[src/core/urcg_pkg.sv]
// shared constants and types for the receive-command generator
package urcg_pkg;
   localparam int         URCG_W       = 8;
   localparam int         URCG_BUF_DEP = 2;
   localparam int         URCG_PTR_W   = 1;
   localparam int         URCG_CNT_W   = 2;
   // status byte field positions
   localparam int         LS_LSB       = 0;
   localparam int         VBUS_LSB     = 2;
   localparam int         EVT_LSB      = 4;
   localparam int         ID_BIT       = 6;
   localparam int         ALT_BIT      = 7;
   // encoded vbus level
   localparam logic [1:0] VBUS_BELOW_END = 2'h0;
   localparam logic [1:0] VBUS_END_TO_SV = 2'h1;
   localparam logic [1:0] VBUS_SV_TO_VV  = 2'h2;
   localparam logic [1:0] VBUS_ABOVE_VV  = 2'h3;
   // encoded receive events
   localparam logic [1:0] EVT_NONE     = 2'h0;
   localparam logic [1:0] EVT_ACTIVE   = 2'h1;
   localparam logic [1:0] EVT_HOSTDISC = 2'h2;
   localparam logic [1:0] EVT_ERROR    = 2'h3;
   // reset values and the buffer's full count
   localparam logic [7:0] DATA_RST     = 8'h00;
   localparam logic [1:0] LS_RST       = 2'h0;
   localparam logic [1:0] CNT_FULL     = 2'h2;

   typedef enum {
      ST_START,
      ST_IDLE,
      ST_TURN_UP,
      ST_OWN,
      ST_TURN_DOWN
   } urcg_state_t;
endpackage

[src/core/urcg_top.sv]
// status-byte scheduler and builder facing the link over the 8-bit bus
// Notes on behaviour
// - line state, receive events, vbus level and id are all reported to the link in the status byte.
// - a status byte is driven only in synchronous mode while dir is high and past the turnaround.
// - a line-state change while dir is low makes the device take the bus and send a status byte at once.
// - during a receive, every owned cycle without a data byte carries a status byte with nxt low.
// - during a transmit status bytes are held back until the link raises stp, then one is sent.
// - any change of the encoded vbus level or the id level causes a fresh status byte.
// - after start-up, once dir has dropped and stp is seen low, a status byte is sent.
// - on return to synchronous mode after the link's stp exit request, a status byte is sent.
// - bits 1:0 carry the current line state.
// - bits 5:4 encode receive events, 00 meaning no activity, no error and no disconnect.
// - line state bit 0 follows the dp receiver and bit 1 the dm receiver.
// - bit 6 is the id level, low for an a-device and high for a b-device.
// - bit 7 is set while an unmasked alternate interrupt is latched.
// - every dir change is followed by one turnaround cycle with nobody driving and the bus ignored.
module urcg_top (
   input  wire logic                         clk_i,
   input  wire logic                         sys_rst_i,
   // link side of the bus
   input  wire logic                         ulpi_stp_i,
   input  wire logic [urcg_pkg::URCG_W-1:0]  ulpi_data_i,
   output logic [urcg_pkg::URCG_W-1:0]       ulpi_data_o,
   output logic                              ulpi_data_oe_n_o,
   output logic                              ulpi_dir_o,
   output logic                              ulpi_nxt_o,
   // mode and sequencing inputs
   input  wire logic                         startup_i,
   input  wire logic                         sync_mode_i,
   input  wire logic                         lp_exit_i,
   input  wire logic                         tx_active_i,
   // line and comparator inputs
   input  wire logic                         dp_rcv_i,
   input  wire logic                         dm_rcv_i,
   input  wire logic                         sess_end_i,
   input  wire logic                         sess_vld_i,
   input  wire logic                         vbus_vld_i,
   input  wire logic                         id_i,
   input  wire logic                         alt_int_i,
   // receiver
   input  wire logic                         rx_active_i,
   input  wire logic                         rx_error_i,
   input  wire logic                         host_disc_i,
   input  wire logic                         rx_valid_i,
   input  wire logic [urcg_pkg::URCG_W-1:0]  rx_data_i,
   output logic                              rx_ready_o,
   // link bytes seen while the link owns the bus
   output logic [urcg_pkg::URCG_W-1:0]       link_byte_o,
   output logic                              link_byte_valid_o
);
   import urcg_pkg::*;

   urcg_state_t       state_reg;
   urcg_state_t       state_next;
   logic              dir_reg;
   logic              dir_next;
   logic              nxt_reg;
   logic              nxt_next;
   logic [URCG_W-1:0] data_reg;
   logic [URCG_W-1:0] data_next;
   logic              oe_n_reg;
   logic              oe_n_next;
   logic              pend_reg;
   logic              tx_hold_reg;
   logic              boot_wait_reg;
   logic [1:0]        ls_prev_reg;
   logic [1:0]        vbus_prev_reg;
   logic [1:0]        evt_prev_reg;
   logic              id_prev_reg;
   logic [URCG_W-1:0] link_byte_reg;
   logic              link_valid_reg;

   logic [1:0]        line_state;
   logic [1:0]        vbus_enc;
   logic [1:0]        evt_enc;
   logic [URCG_W-1:0] status_byte;
   logic              sent;
   logic              trig;
   logic              stp_after_tx;
   logic              boot_trig;
   logic              want_bus;
   logic              buf_valid;
   logic [URCG_W-1:0] buf_data;
   logic              buf_pop;

   urcg_rx_buf urcg_rx_buf_inst (
      .clk_i       (clk_i),
      .sys_rst_i   (sys_rst_i),
      .in_valid_i  (rx_valid_i),
      .in_data_i   (rx_data_i),
      .in_ready_o  (rx_ready_o),
      .out_valid_o (buf_valid),
      .out_data_o  (buf_data),
      .out_ready_i (buf_pop)
   );

   assign line_state = {dm_rcv_i, dp_rcv_i};

   always_comb begin
      // highest comparator wins; lower ones are don't-care above it
      if (vbus_vld_i) begin
         vbus_enc = VBUS_ABOVE_VV;
      end else if (sess_vld_i) begin
         vbus_enc = VBUS_SV_TO_VV;
      end else if (!sess_end_i) begin
         vbus_enc = VBUS_END_TO_SV;
      end else begin
         vbus_enc = VBUS_BELOW_END;
      end
   end

   always_comb begin
      if (rx_active_i && rx_error_i) begin
         evt_enc = EVT_ERROR;
      end else if (rx_active_i) begin
         evt_enc = EVT_ACTIVE;
      end else if (host_disc_i) begin
         evt_enc = EVT_HOSTDISC;
      end else begin
         evt_enc = EVT_NONE;
      end
   end

   always_comb begin
      status_byte                          = DATA_RST;
      status_byte[LS_LSB+1:LS_LSB]        = line_state;
      status_byte[VBUS_LSB+1:VBUS_LSB]    = vbus_enc;
      status_byte[EVT_LSB+1:EVT_LSB]      = evt_enc;
      status_byte[ID_BIT]                  = id_i;
      status_byte[ALT_BIT]                 = alt_int_i;
   end

   assign stp_after_tx = tx_hold_reg && ulpi_stp_i && !dir_reg;
   assign boot_trig    = boot_wait_reg && (state_reg == ST_IDLE) && !ulpi_stp_i;

   // any trigger only marks a byte as owed; the byte itself is built when sent
   assign trig = (line_state != ls_prev_reg)
              || (vbus_enc != vbus_prev_reg) || (id_i != id_prev_reg)
              || (evt_enc != evt_prev_reg)
              || stp_after_tx || boot_trig
              || lp_exit_i;

   // the stop that ends a transmit hold may take the bus in the same cycle, so the byte is not a cycle late
   assign want_bus = sync_mode_i && (!tx_hold_reg || stp_after_tx) && (pend_reg || trig || rx_active_i);

   always_comb begin
      state_next = state_reg;
      dir_next   = dir_reg;
      nxt_next   = 1'b0;
      data_next  = data_reg;
      oe_n_next  = 1'b1;
      sent       = 1'b0;
      buf_pop    = 1'b0;
      unique case (state_reg)
         ST_START: begin
            dir_next = 1'b1;
            if (!startup_i) begin
               state_next = ST_TURN_DOWN;
               dir_next   = 1'b0;
            end
         end
         ST_IDLE: begin
            dir_next = 1'b0;
            if (want_bus) begin
               state_next = ST_TURN_UP;
               dir_next   = 1'b1;
            end
         end
         ST_TURN_UP: begin
            // turnaround cycle just passed; first owned byte is always a status byte
            state_next = ST_OWN;
            oe_n_next  = 1'b0;
            data_next  = status_byte;
            sent       = 1'b1;
         end
         ST_OWN: begin
            if (!sync_mode_i) begin
               state_next = ST_TURN_DOWN;
               dir_next   = 1'b0;
            end else if (buf_valid) begin
               oe_n_next = 1'b0;
               data_next = buf_data;
               nxt_next  = 1'b1;
               buf_pop   = 1'b1;
            end else if (rx_active_i || pend_reg || trig) begin
               oe_n_next = 1'b0;
               data_next = status_byte;
               sent      = 1'b1;
            end else begin
               state_next = ST_TURN_DOWN;
               dir_next   = 1'b0;
            end
         end
         ST_TURN_DOWN: begin
            state_next = ST_IDLE;
         end
      endcase
   end

   always_ff @(posedge clk_i) begin
      if (sys_rst_i) begin
         state_reg <= ST_START;
         dir_reg   <= 1'b1;
         nxt_reg   <= 1'b0;
         data_reg  <= DATA_RST;
         oe_n_reg  <= 1'b1;
      end else begin
         state_reg <= state_next;
         dir_reg   <= dir_next;
         nxt_reg   <= nxt_next;
         data_reg  <= data_next;
         oe_n_reg  <= oe_n_next;
      end
   end

   // a trigger in the cycle of a send keeps the byte owed, so nothing is lost
   always_ff @(posedge clk_i) begin
      if (sys_rst_i) begin
         pend_reg <= 1'b0;
      end else begin
         pend_reg <= trig || (pend_reg && !sent);
      end
   end

   always_ff @(posedge clk_i) begin
      if (sys_rst_i) begin
         tx_hold_reg <= 1'b0;
      end else begin
         tx_hold_reg <= tx_active_i || (tx_hold_reg && !stp_after_tx);
      end
   end

   always_ff @(posedge clk_i) begin
      if (sys_rst_i) begin
         boot_wait_reg <= 1'b0;
      end else if (state_reg == ST_START && !startup_i) begin
         boot_wait_reg <= 1'b1;
      end else if (boot_trig) begin
         boot_wait_reg <= 1'b0;
      end
   end

   always_ff @(posedge clk_i) begin
      if (sys_rst_i) begin
         ls_prev_reg   <= LS_RST;
         vbus_prev_reg <= VBUS_BELOW_END;
         evt_prev_reg  <= EVT_NONE;
         id_prev_reg   <= 1'b0;
      end else begin
         ls_prev_reg   <= line_state;
         vbus_prev_reg <= vbus_enc;
         evt_prev_reg  <= evt_enc;
         id_prev_reg   <= id_i;
      end
   end

   // link bytes are only trusted when the link owns the bus, never in turnaround
   always_ff @(posedge clk_i) begin
      if (sys_rst_i) begin
         link_byte_reg  <= DATA_RST;
         link_valid_reg <= 1'b0;
      end else begin
         link_valid_reg <= (state_reg == ST_IDLE);
         if (state_reg == ST_IDLE) begin
            link_byte_reg <= ulpi_data_i;
         end
      end
   end

   assign ulpi_dir_o        = dir_reg;
   assign ulpi_nxt_o        = nxt_reg;
   assign ulpi_data_o       = data_reg;
   assign ulpi_data_oe_n_o  = oe_n_reg;
   assign link_byte_o       = link_byte_reg;
   assign link_byte_valid_o = link_valid_reg;
endmodule

[src/core/urcg_rx_buf.sv]
// two-entry buffer between the receiver and the bus
module urcg_rx_buf (
   input  wire logic                         clk_i,
   input  wire logic                         sys_rst_i,
   input  wire logic                         in_valid_i,
   input  wire logic [urcg_pkg::URCG_W-1:0]  in_data_i,
   output logic                              in_ready_o,
   output logic                              out_valid_o,
   output logic [urcg_pkg::URCG_W-1:0]       out_data_o,
   input  wire logic                         out_ready_i
);
   import urcg_pkg::*;

   logic [URCG_W-1:0]     mem_reg [URCG_BUF_DEP];
   logic [URCG_PTR_W-1:0] wr_ptr_reg;
   logic [URCG_PTR_W-1:0] rd_ptr_reg;
   logic [URCG_CNT_W-1:0] cnt_reg;
   logic [URCG_CNT_W-1:0] cnt_next;
   logic                  ready_reg;
   logic                  push;
   logic                  pop;

   assign push        = in_valid_i && ready_reg;
   assign pop         = out_ready_i && (cnt_reg != '0);
   assign out_valid_o = (cnt_reg != '0);
   assign out_data_o  = mem_reg[rd_ptr_reg];
   assign in_ready_o  = ready_reg;

   always_comb begin
      cnt_next = cnt_reg;
      if (push && !pop) begin
         cnt_next = cnt_reg + 2'h1;
      end else if (pop && !push) begin
         cnt_next = cnt_reg - 2'h1;
      end
   end

   always_ff @(posedge clk_i) begin
      if (push) begin
         mem_reg[wr_ptr_reg] <= in_data_i;
      end
   end

   // ready is registered, so it looks at the next count to avoid overrun
   always_ff @(posedge clk_i) begin
      if (sys_rst_i) begin
         wr_ptr_reg <= '0;
         rd_ptr_reg <= '0;
         cnt_reg    <= '0;
         ready_reg  <= 1'b0;
      end else begin
         if (push) begin
            wr_ptr_reg <= wr_ptr_reg + 1'b1;
         end
         if (pop) begin
            rd_ptr_reg <= rd_ptr_reg + 1'b1;
         end
         cnt_reg   <= cnt_next;
         ready_reg <= (cnt_next != CNT_FULL);
      end
   end
endmodule

[config.mk]
export PLATFORM = sky130hd
export DESIGN_NAME = urcg_top
export DESIGN_NICKNAME = d
export VERILOG_FILES = /design/src/core/urcg_pkg.sv /design/src/core/urcg_top.sv /design/src/core/urcg_rx_buf.sv
export SDC_FILE = /design/constraint.sdc
export NUM_CORES = 1
export LEC_CHECK = 0
export BUFFER_PORTS_ARGS = -buffer_cell sky130_fd_sc_hd__buf_2
export CAP_MARGIN = 10
export CORE_ASPECT_RATIO = 1.5
export CORE_MARGIN = 2
export CORE_UTILIZATION = 30
export CTS_CLUSTER_SIZE = 8
export DETAILED_ROUTE_END_ITERATION = 10
export PLACE_DENSITY_LB_ADDON = 0.3
export RECOVER_POWER = 100
export SETUP_SLACK_MARGIN = 0.02
export SYNTH_ARGS = -nofsm -noshare
export SYNTH_HDL_FRONTEND = slang
export SYNTH_SLANG_ARGS = --single-unit
export TNS_END_PERCENT = 50
[constraint.sdc]
create_clock -name clk_i -period 5.6 [get_ports clk_i]
set_input_delay 1.4 -clock clk_i [delete_from_list [all_inputs] [get_ports clk_i]]
set_output_delay 1.4 -clock clk_i [all_outputs]
set_load 0.03 [all_outputs]
# --- After elaboration in Yosys (flattened, before gate mapping) ---
# Memories as Yosys holds them, arrays and structs flattened. A register that Yosys moved wholly into a read port is not among the register bits.
# Cells that the tools add are included.
word_totals:
  inputBits: 34
  ramBits: 16
  word_cells: 124
  out_inout_bits: 21
  n_memories: 1
  reg_bits: 67
memory_table:
  columns: ["name", "depth", "word_bits", "rd", "rd_ports_with_merged_regs", "write_ports", "line_no", "rtl"]
  rows:
  - ["urcg_rx_buf_inst.mem_reg", 2, 8, 1, 1, 1, "urcg_rx_buf.sv:14", "logic [URCG_W-1:0] mem_reg [URCG_BUF_DEP];"]
classes:
  eq_ne: 16
  n_reduce_logical: 44
  addsub: 4
  muxes: 41
ops:
  columns: ["op", "count"]
  rows:
  - ["$mux 32", 5]
  - ["$pmux 32 s5", 1]
  - ["$eq 32x2->1 const B", 3]
  - ["$logic_not 32->1", 2]
  - ["$eq 32x1->1 const B", 1]
  - ["$eq 32x3->1 const B", 1]
  - ["$mux 8", 3]
  - ["$mux 1", 21]
  - ["$pmux 8 s2", 1]
  - ["$logic_and 1x1->1", 14]
  - ["$mux 2", 7]
  - ["$logic_or 1x1->1", 13]
  - ["$ne 3x3->1 const B", 3]
  - ["$logic_not 1->1", 8]
  - ["$ne 2x2->1 const B", 4]
  - ["$ne 2x2->1", 3]
  - ["$reduce_and 3->1", 2]
  - ["$reduce_bool 2->1", 3]
  - ["$pmux 1 s2", 2]
  - ["$reduce_and 4->1", 1]
  - ["$pmux 1 s3", 1]
  - ["$reduce_bool 3->1", 1]
  - ["$add 1x1->1 const B", 2]
  - ["$add 2x1->2 const B", 1]
  - ["other kinds (2)", 2]

# --- Logic depth before layout (Yosys ltp) ---
logic_depth:
  ltp_word: 18
  ltp_mapped: 9
  depth_no_buf: 8

# --- Hierarchy ---
# From an unflattened synthesis, not the netlist that was laid out.
unflattened:
  cells_unflattened: 236
  hier_area_um2: 2402.3
by_module_without_submodules:
  columns: ["mod", "cells_per_inst", "n_inst", "area_each_um2", "seq_area_each_um2"]
  rows:
  - ["urcg_top", 180, 1, 1542.7, 660.6]
  - ["urcg_rx_buf", 56, 1, 859.6, 600.6]

# --- Worst setup path before layout ---
# No wires, ideal clock.
synth_timing:
  kind: "input to register"
  startpoint: "input rx_active_i"
  endpoint: "register state_reg[0]"
  path_slack_ns: 2.587
  setup_time_ns: 0.086
  required_time_ns: 5.514
  arrival_time_ns: 2.927
  stages: 6
  path_cell_list: "mux2i_1 -> xnor2_1 -> a221o_1 -> or4_1 -> a31o_1 -> a211oi_1"
synth_via:
  elab_chain_cells: 12
synth_lines:
  columns: ["item", "line_no", "rtl"]
  rows:
  - ["from (decl)", "urcg_top.sv:41", "input wire logic rx_active_i,"]
  - ["$mux 2 or $logic_and 1x1->1 (tied branches)", "urcg_top.sv:115, urcg_top.sv:113", null]
  - ["$mux 2", "urcg_top.sv:113", "if (rx_active_i && rx_error_i) begin"]
  - ["$ne 2x2->1", "urcg_top.sv:139", "|| (evt_enc != evt_prev_reg)"]
  - ["$logic_or 1x1->1", "urcg_top.sv:139", null]
  - ["$logic_or 1x1->1 (2 in a row)", "urcg_top.sv:140", "|| stp_after_tx || boot_trig"]
  - ["$logic_or 1x1->1", "urcg_top.sv:141", "|| lp_exit_i;"]
  - ["$logic_or 1x1->1 (2 in a row)", "urcg_top.sv:144", "assign want_bus = sync_mode_i && (!tx_hold_reg || stp_after_tx) && (pend_reg || trig || rx_active_i);"]
  - ["$logic_and 1x1->1", "urcg_top.sv:144", null]
  - ["$ne 2x2->1 (no source line)", null, null]
  - ["$reduce_and 4->1 (no source line) (*)", null, null]
  - ["to (signal assigned)", "urcg_top.sv:208", "state_reg <= state_next;"]
  - ["to (decl)", "urcg_top.sv:53", "urcg_state_t state_reg;"]
# Every way passes the cells marked *; elsewhere a longest branch is shown, timed or not.
# A chain may end at the register's enable or synchronous reset.

# --- Final worst setup path ---
layout_timing:
  startpoint: "input rx_active_i"
  endpoint: "register dir_reg (netlist: ulpi_dir_o)"
layout_via:
  elab_chain_cells: 12
layout_lines:
  columns: ["item", "line_no", "rtl"]
  rows:
  - ["$mux 2 or $logic_and 1x1->1 (tied branches)", "urcg_top.sv:115, urcg_top.sv:113", null]
  - ["$mux 2", "urcg_top.sv:113", null]
  - ["$ne 2x2->1", "urcg_top.sv:139", null]
  - ["$logic_or 1x1->1", "urcg_top.sv:139", null]
  - ["$logic_or 1x1->1 (2 in a row)", "urcg_top.sv:140", null]
  - ["$logic_or 1x1->1", "urcg_top.sv:141", null]
  - ["$logic_or 1x1->1 (2 in a row)", "urcg_top.sv:144", null]
  - ["$logic_and 1x1->1", "urcg_top.sv:144", null]
  - ["$mux 1", "urcg_top.sv:164", "if (want_bus) begin"]
  - ["$pmux 1 s3", "urcg_top.sv:154", "unique case (state_reg)"]
  - ["to (signal assigned)", "urcg_top.sv:209", "dir_reg <= dir_next;"]
  - ["to (decl)", "urcg_top.sv:55", "logic dir_reg;"]
# Parallel ways exist; a longest one is shown, timed or not.

==> impl_metrics.tcl <==
set metrics [dict create \
    slowest_stage "o311ai_0" \
    utilization_pct 36.7 \
    critPathKind "primary input to flip-flop" \
    synthXorXnorAreaFrac_pct 3.47 \
    h-tree-depth 2 \
    cts_buffers 5 \
    rsz0062_at_grt "no" \
    placed_area_um2 2630 \
    layout-drive-gt1-share_pct 12.8 \
    worst_hold_startpoint "link_byte_o[4]$_SDFFE_PP0N_" \
    wl_per_cell_um 12.9 \
    antenna_found_initial 0 \
    end_kind "flip-flop" \
    drc 0 \
    hold-path-cell-count 2 \
    worstPathMaxFanout 10 \
    p_leak_nw 0.916 \
    core_area_um2 7270 \
    synth_flop_cell "dfxtp_1" \
    rows 38 \
    antenna_cells 0 \
    synth_compound_area_share_pct 15.0 \
    synth_seq_cells 55 \
    path_cells "clkbuf_1 -> mux2i_1 -> xnor2_1 -> a221o_1 -> o311ai_0 -> a211oi_1 -> a41oi_1" \
    wl_um 4900 \
    finalSetupTns_ns 0 \
    place_congestion 0.757 \
    startpoint_type "primary input" \
    syn_inst 232 \
    relSlewSlack_pct -16.6 \
    crit_buf_inv 1 \
    cts_hold_buf 0 \
    nNetsFinal 315 \
    holdPathEnd "link_byte_o[4]$_SDFFE_PP0N_" \
    viasPerCell 4.66 \
    r2r_slack_ns 2.45 \
    grt_util_all_layers_pct 12.4 \
    initial_utilization_pct 31.2 \
    min_period_over_period_pct 72.0 \
    die_x_um 75.1 \
    status "finished, violations left" \
    clock_skew_ns 0.00944 \
    cp_data_required_time_ns 5.84 \
    violations "max-capacitance violations, max-slew violations" \
    syn-num-nets 267 \
    cts_setup_buffers 0 \
    reg2reg_depth 6 \
    num_vias 1775 \
    cts_tree "done" \
    cp.arrival_ns 4.27 \
    r2r_start "state_reg[1]$_SDFFE_PP0P_" \
    clk_pin_slew_ns 0.10 \
    synth_cell_types 40 \
    grt_max_degree 42 \
    min_period_ns 4.03 \
    grt.overflow.total 0 \
    detail_route.first_pass.iterations 4 \
    final_cells 381 \
    max-cap-violations 2 \
    max_stage_delay_ns 1.42 \
    yosysSeqAreaShare_pct 55.5 \
    synth-adder-area-share_pct 0.551 \
    fmaxAchievable_mhz 248 \
    grt_pass1_wl_um 7920 \
    clock-sinks 55 \
    hold_class "flip-flop to flip-flop" \
    root_buffer "clkbuf_8" \
    postCtsResizedCells 0 \
    grt_pass1_vias 1673 \
    drtIter0Drc 113 \
    async_flop_share_pct 0 \
    largest_reg_flops 16 \
    io_buffers 54 \
    cts_buffer_depth 2 \
    synth_top_family_by_area "simple AND/OR/NAND/NOR gates" \
    dieArea_um2 8300 \
    design_area_um2 2670 \
    hold_viol 0 \
    post-dp-hpwl_um 3720 \
    io_pins 55 \
    setup_viol 0 \
    place_inst 373 \
    avgSynthCellArea_um2 9.79 \
    die_h_um 111 \
    synth_mux_area_share_pct 4.41 \
    synth_edf_count 16 \
    syn_area_um2 2270 \
    yosys_warnings 0 \
    worst_pin_slew_ns 1.73 \
    yosys.area_share.simple_pct 17.2 \
    crit_family "compound AO/OA/AOI/OAI gates" \
    power.density_nw_per_um2 307 \
    clock_latency_ns 0.31 \
    area_growth_pct 17.3 \
    ir_drop_mv 0.115 \
    worstReg2RegEnd "ulpi_dir_o$_SDFFE_PP1P_" \
    drtAntennaViolNets 0 \
    slew_viol_final 53 \
]
## worst reg2reg max path, stage by stage (launching register included)
cell      delay, ns
dfxtp_1        0.54
nor3b_2        0.19
a311oi_1       0.30
nand4_1        0.21
o311ai_0       1.42
a211oi_1       0.18
a41oi_1        0.24
## synthesized netlist by cell type (2+ instances only)
master | instances | area (µm²)
buf_1 | 2 | 7.51
xnor2_1 | 5 | 43.8
mux2i_1 | 10 | 100
a21oi_1 | 27 | 135
nor2b_1 | 4 | 25.0
nand4_1 | 2 | 12.5
xor2_1 | 4 | 35.0
and3_1 | 2 | 12.5
a211oi_1 | 3 | 22.5
dfxtp_1 | 39 | 781
nand2b_1 | 4 | 25.0
o221ai_1 | 5 | 43.8
nand3_1 | 9 | 45.0
nor2_1 | 22 | 82.6
edfxtp_1 | 16 | 480
nand2_1 | 25 | 93.8
nor3_1 | 5 | 25.0
inv_1 | 8 | 30.0
buf_2 | 3 | 15.0
o21ai_0 | 7 | 35.0
clkbuf_1 | 9 | 33.8
a31oi_1 | 3 | 18.8
## final cells by class
class / instances / area (µm²)
clock buffers: 6 / 73.8
fillers: 772 / 4610
multi-input cells: 155 / 923
inverters: 8 / 30.0
flip-flops and latches: 55 / 1260
repair buffers: 55 / 240
well taps: 100 / 125
clock inverters: 2 / 12.5
## placed cells by master, fill, tap and decap left out, drive strengths merged, types with 2 or more instances in the layout
master  synthesis  final
xor2            4      4
nor3            5      5
nand3           9      9
a21oi          27     27
a31oi           3      3
xnor2           5      5
nand4           2      2
nor2           22     22
nand2b          4      4
buf             5     25
inv             8      8
a211oi          3      3
and3            2      2
mux2i          10     10
nand2          25     25
dfxtp          39     39
clkbuf          9     36
nor2b           4      4
o221ai          5      5
nor3b           2      2
edfxtp         16     16
o21ai           7      7
## logic make-up (layout without fill, tap and decap cells)
| logic type | count (synthesis) | in the layout |
|---|---|---|
| AO/OA/AOI/OAI | 54 | 54 |
| AND/OR/NAND/NOR | 81 | 81 |
| flip-flops | 55 | 55 |
| XOR/XNOR | 9 | 9 |
| buffers and inverters | 22 | 71 |
| adder cells (fa/ha/maj) | 1 | 1 |
| multiplexers | 10 | 10 |
## metrics by stage
step / setup slack (ns) / total power (W) / hold WS, ns
2_1_floorplan: 2.59 / 0.000574 / 0.459
4_1_cts: 2.47 / 0.000834 / 0.456
3_5_place_dp: 2.16 / 0.000621 / 0.443
3_3_place_gp: 2.24 / 0.000618 / 0.438
5_1_grt: 1.22 / 0.000869 / 0.482
6_report: 1.57 / 0.000820 / 0.458
## power breakdown
| part | internal [W] | switching, W | leakage (nW) | total, W |
|---|---|---|---|---|
| sequential | 0.000443 | 0.0000223 | 0.466 | 0.000466 |
| clock | 0.0000893 | 0.000124 | 0.0442 | 0.000213 |
| combinational | 0.0000532 | 0.0000879 | 0.407 | 0.000141 |
| total | 0.000586 | 0.000234 | 0.916 | 0.000820 |
## how the worst max path moves through the flow
stage | start | endpoint | slack, ns | cells past startpoint
after floorplan | rx_active_i | state_reg[0]$_SDFFE_PP0P_ | 2.59 | 6
after global placement | rx_active_i | ulpi_dir_o$_SDFFE_PP1P_ | 2.24 | 7
after detailed placement | rx_active_i | ulpi_dir_o$_SDFFE_PP1P_ | 2.16 | 7
after CTS | rx_active_i | ulpi_dir_o$_SDFFE_PP1P_ | 2.47 | 7
after global routing | rx_active_i | ulpi_data_o[3]$_SDFFE_PP0P_ | 1.22 | 7
final | rx_active_i | ulpi_dir_o$_SDFFE_PP1P_ | 1.57 | 7
## metal layers
metal / up-vias / wire length, µm / GRT usage, %
met3: 7 / 231 / 2.83
met2: 44 / 2670 / 22.1
met5: - / 0 / 0
met4: 0 / 80 / 4.76
li1: 920 / - / -
met1: 804 / 1920 / 13.4
Note: power is estimated with default switching activity, not from simulation.
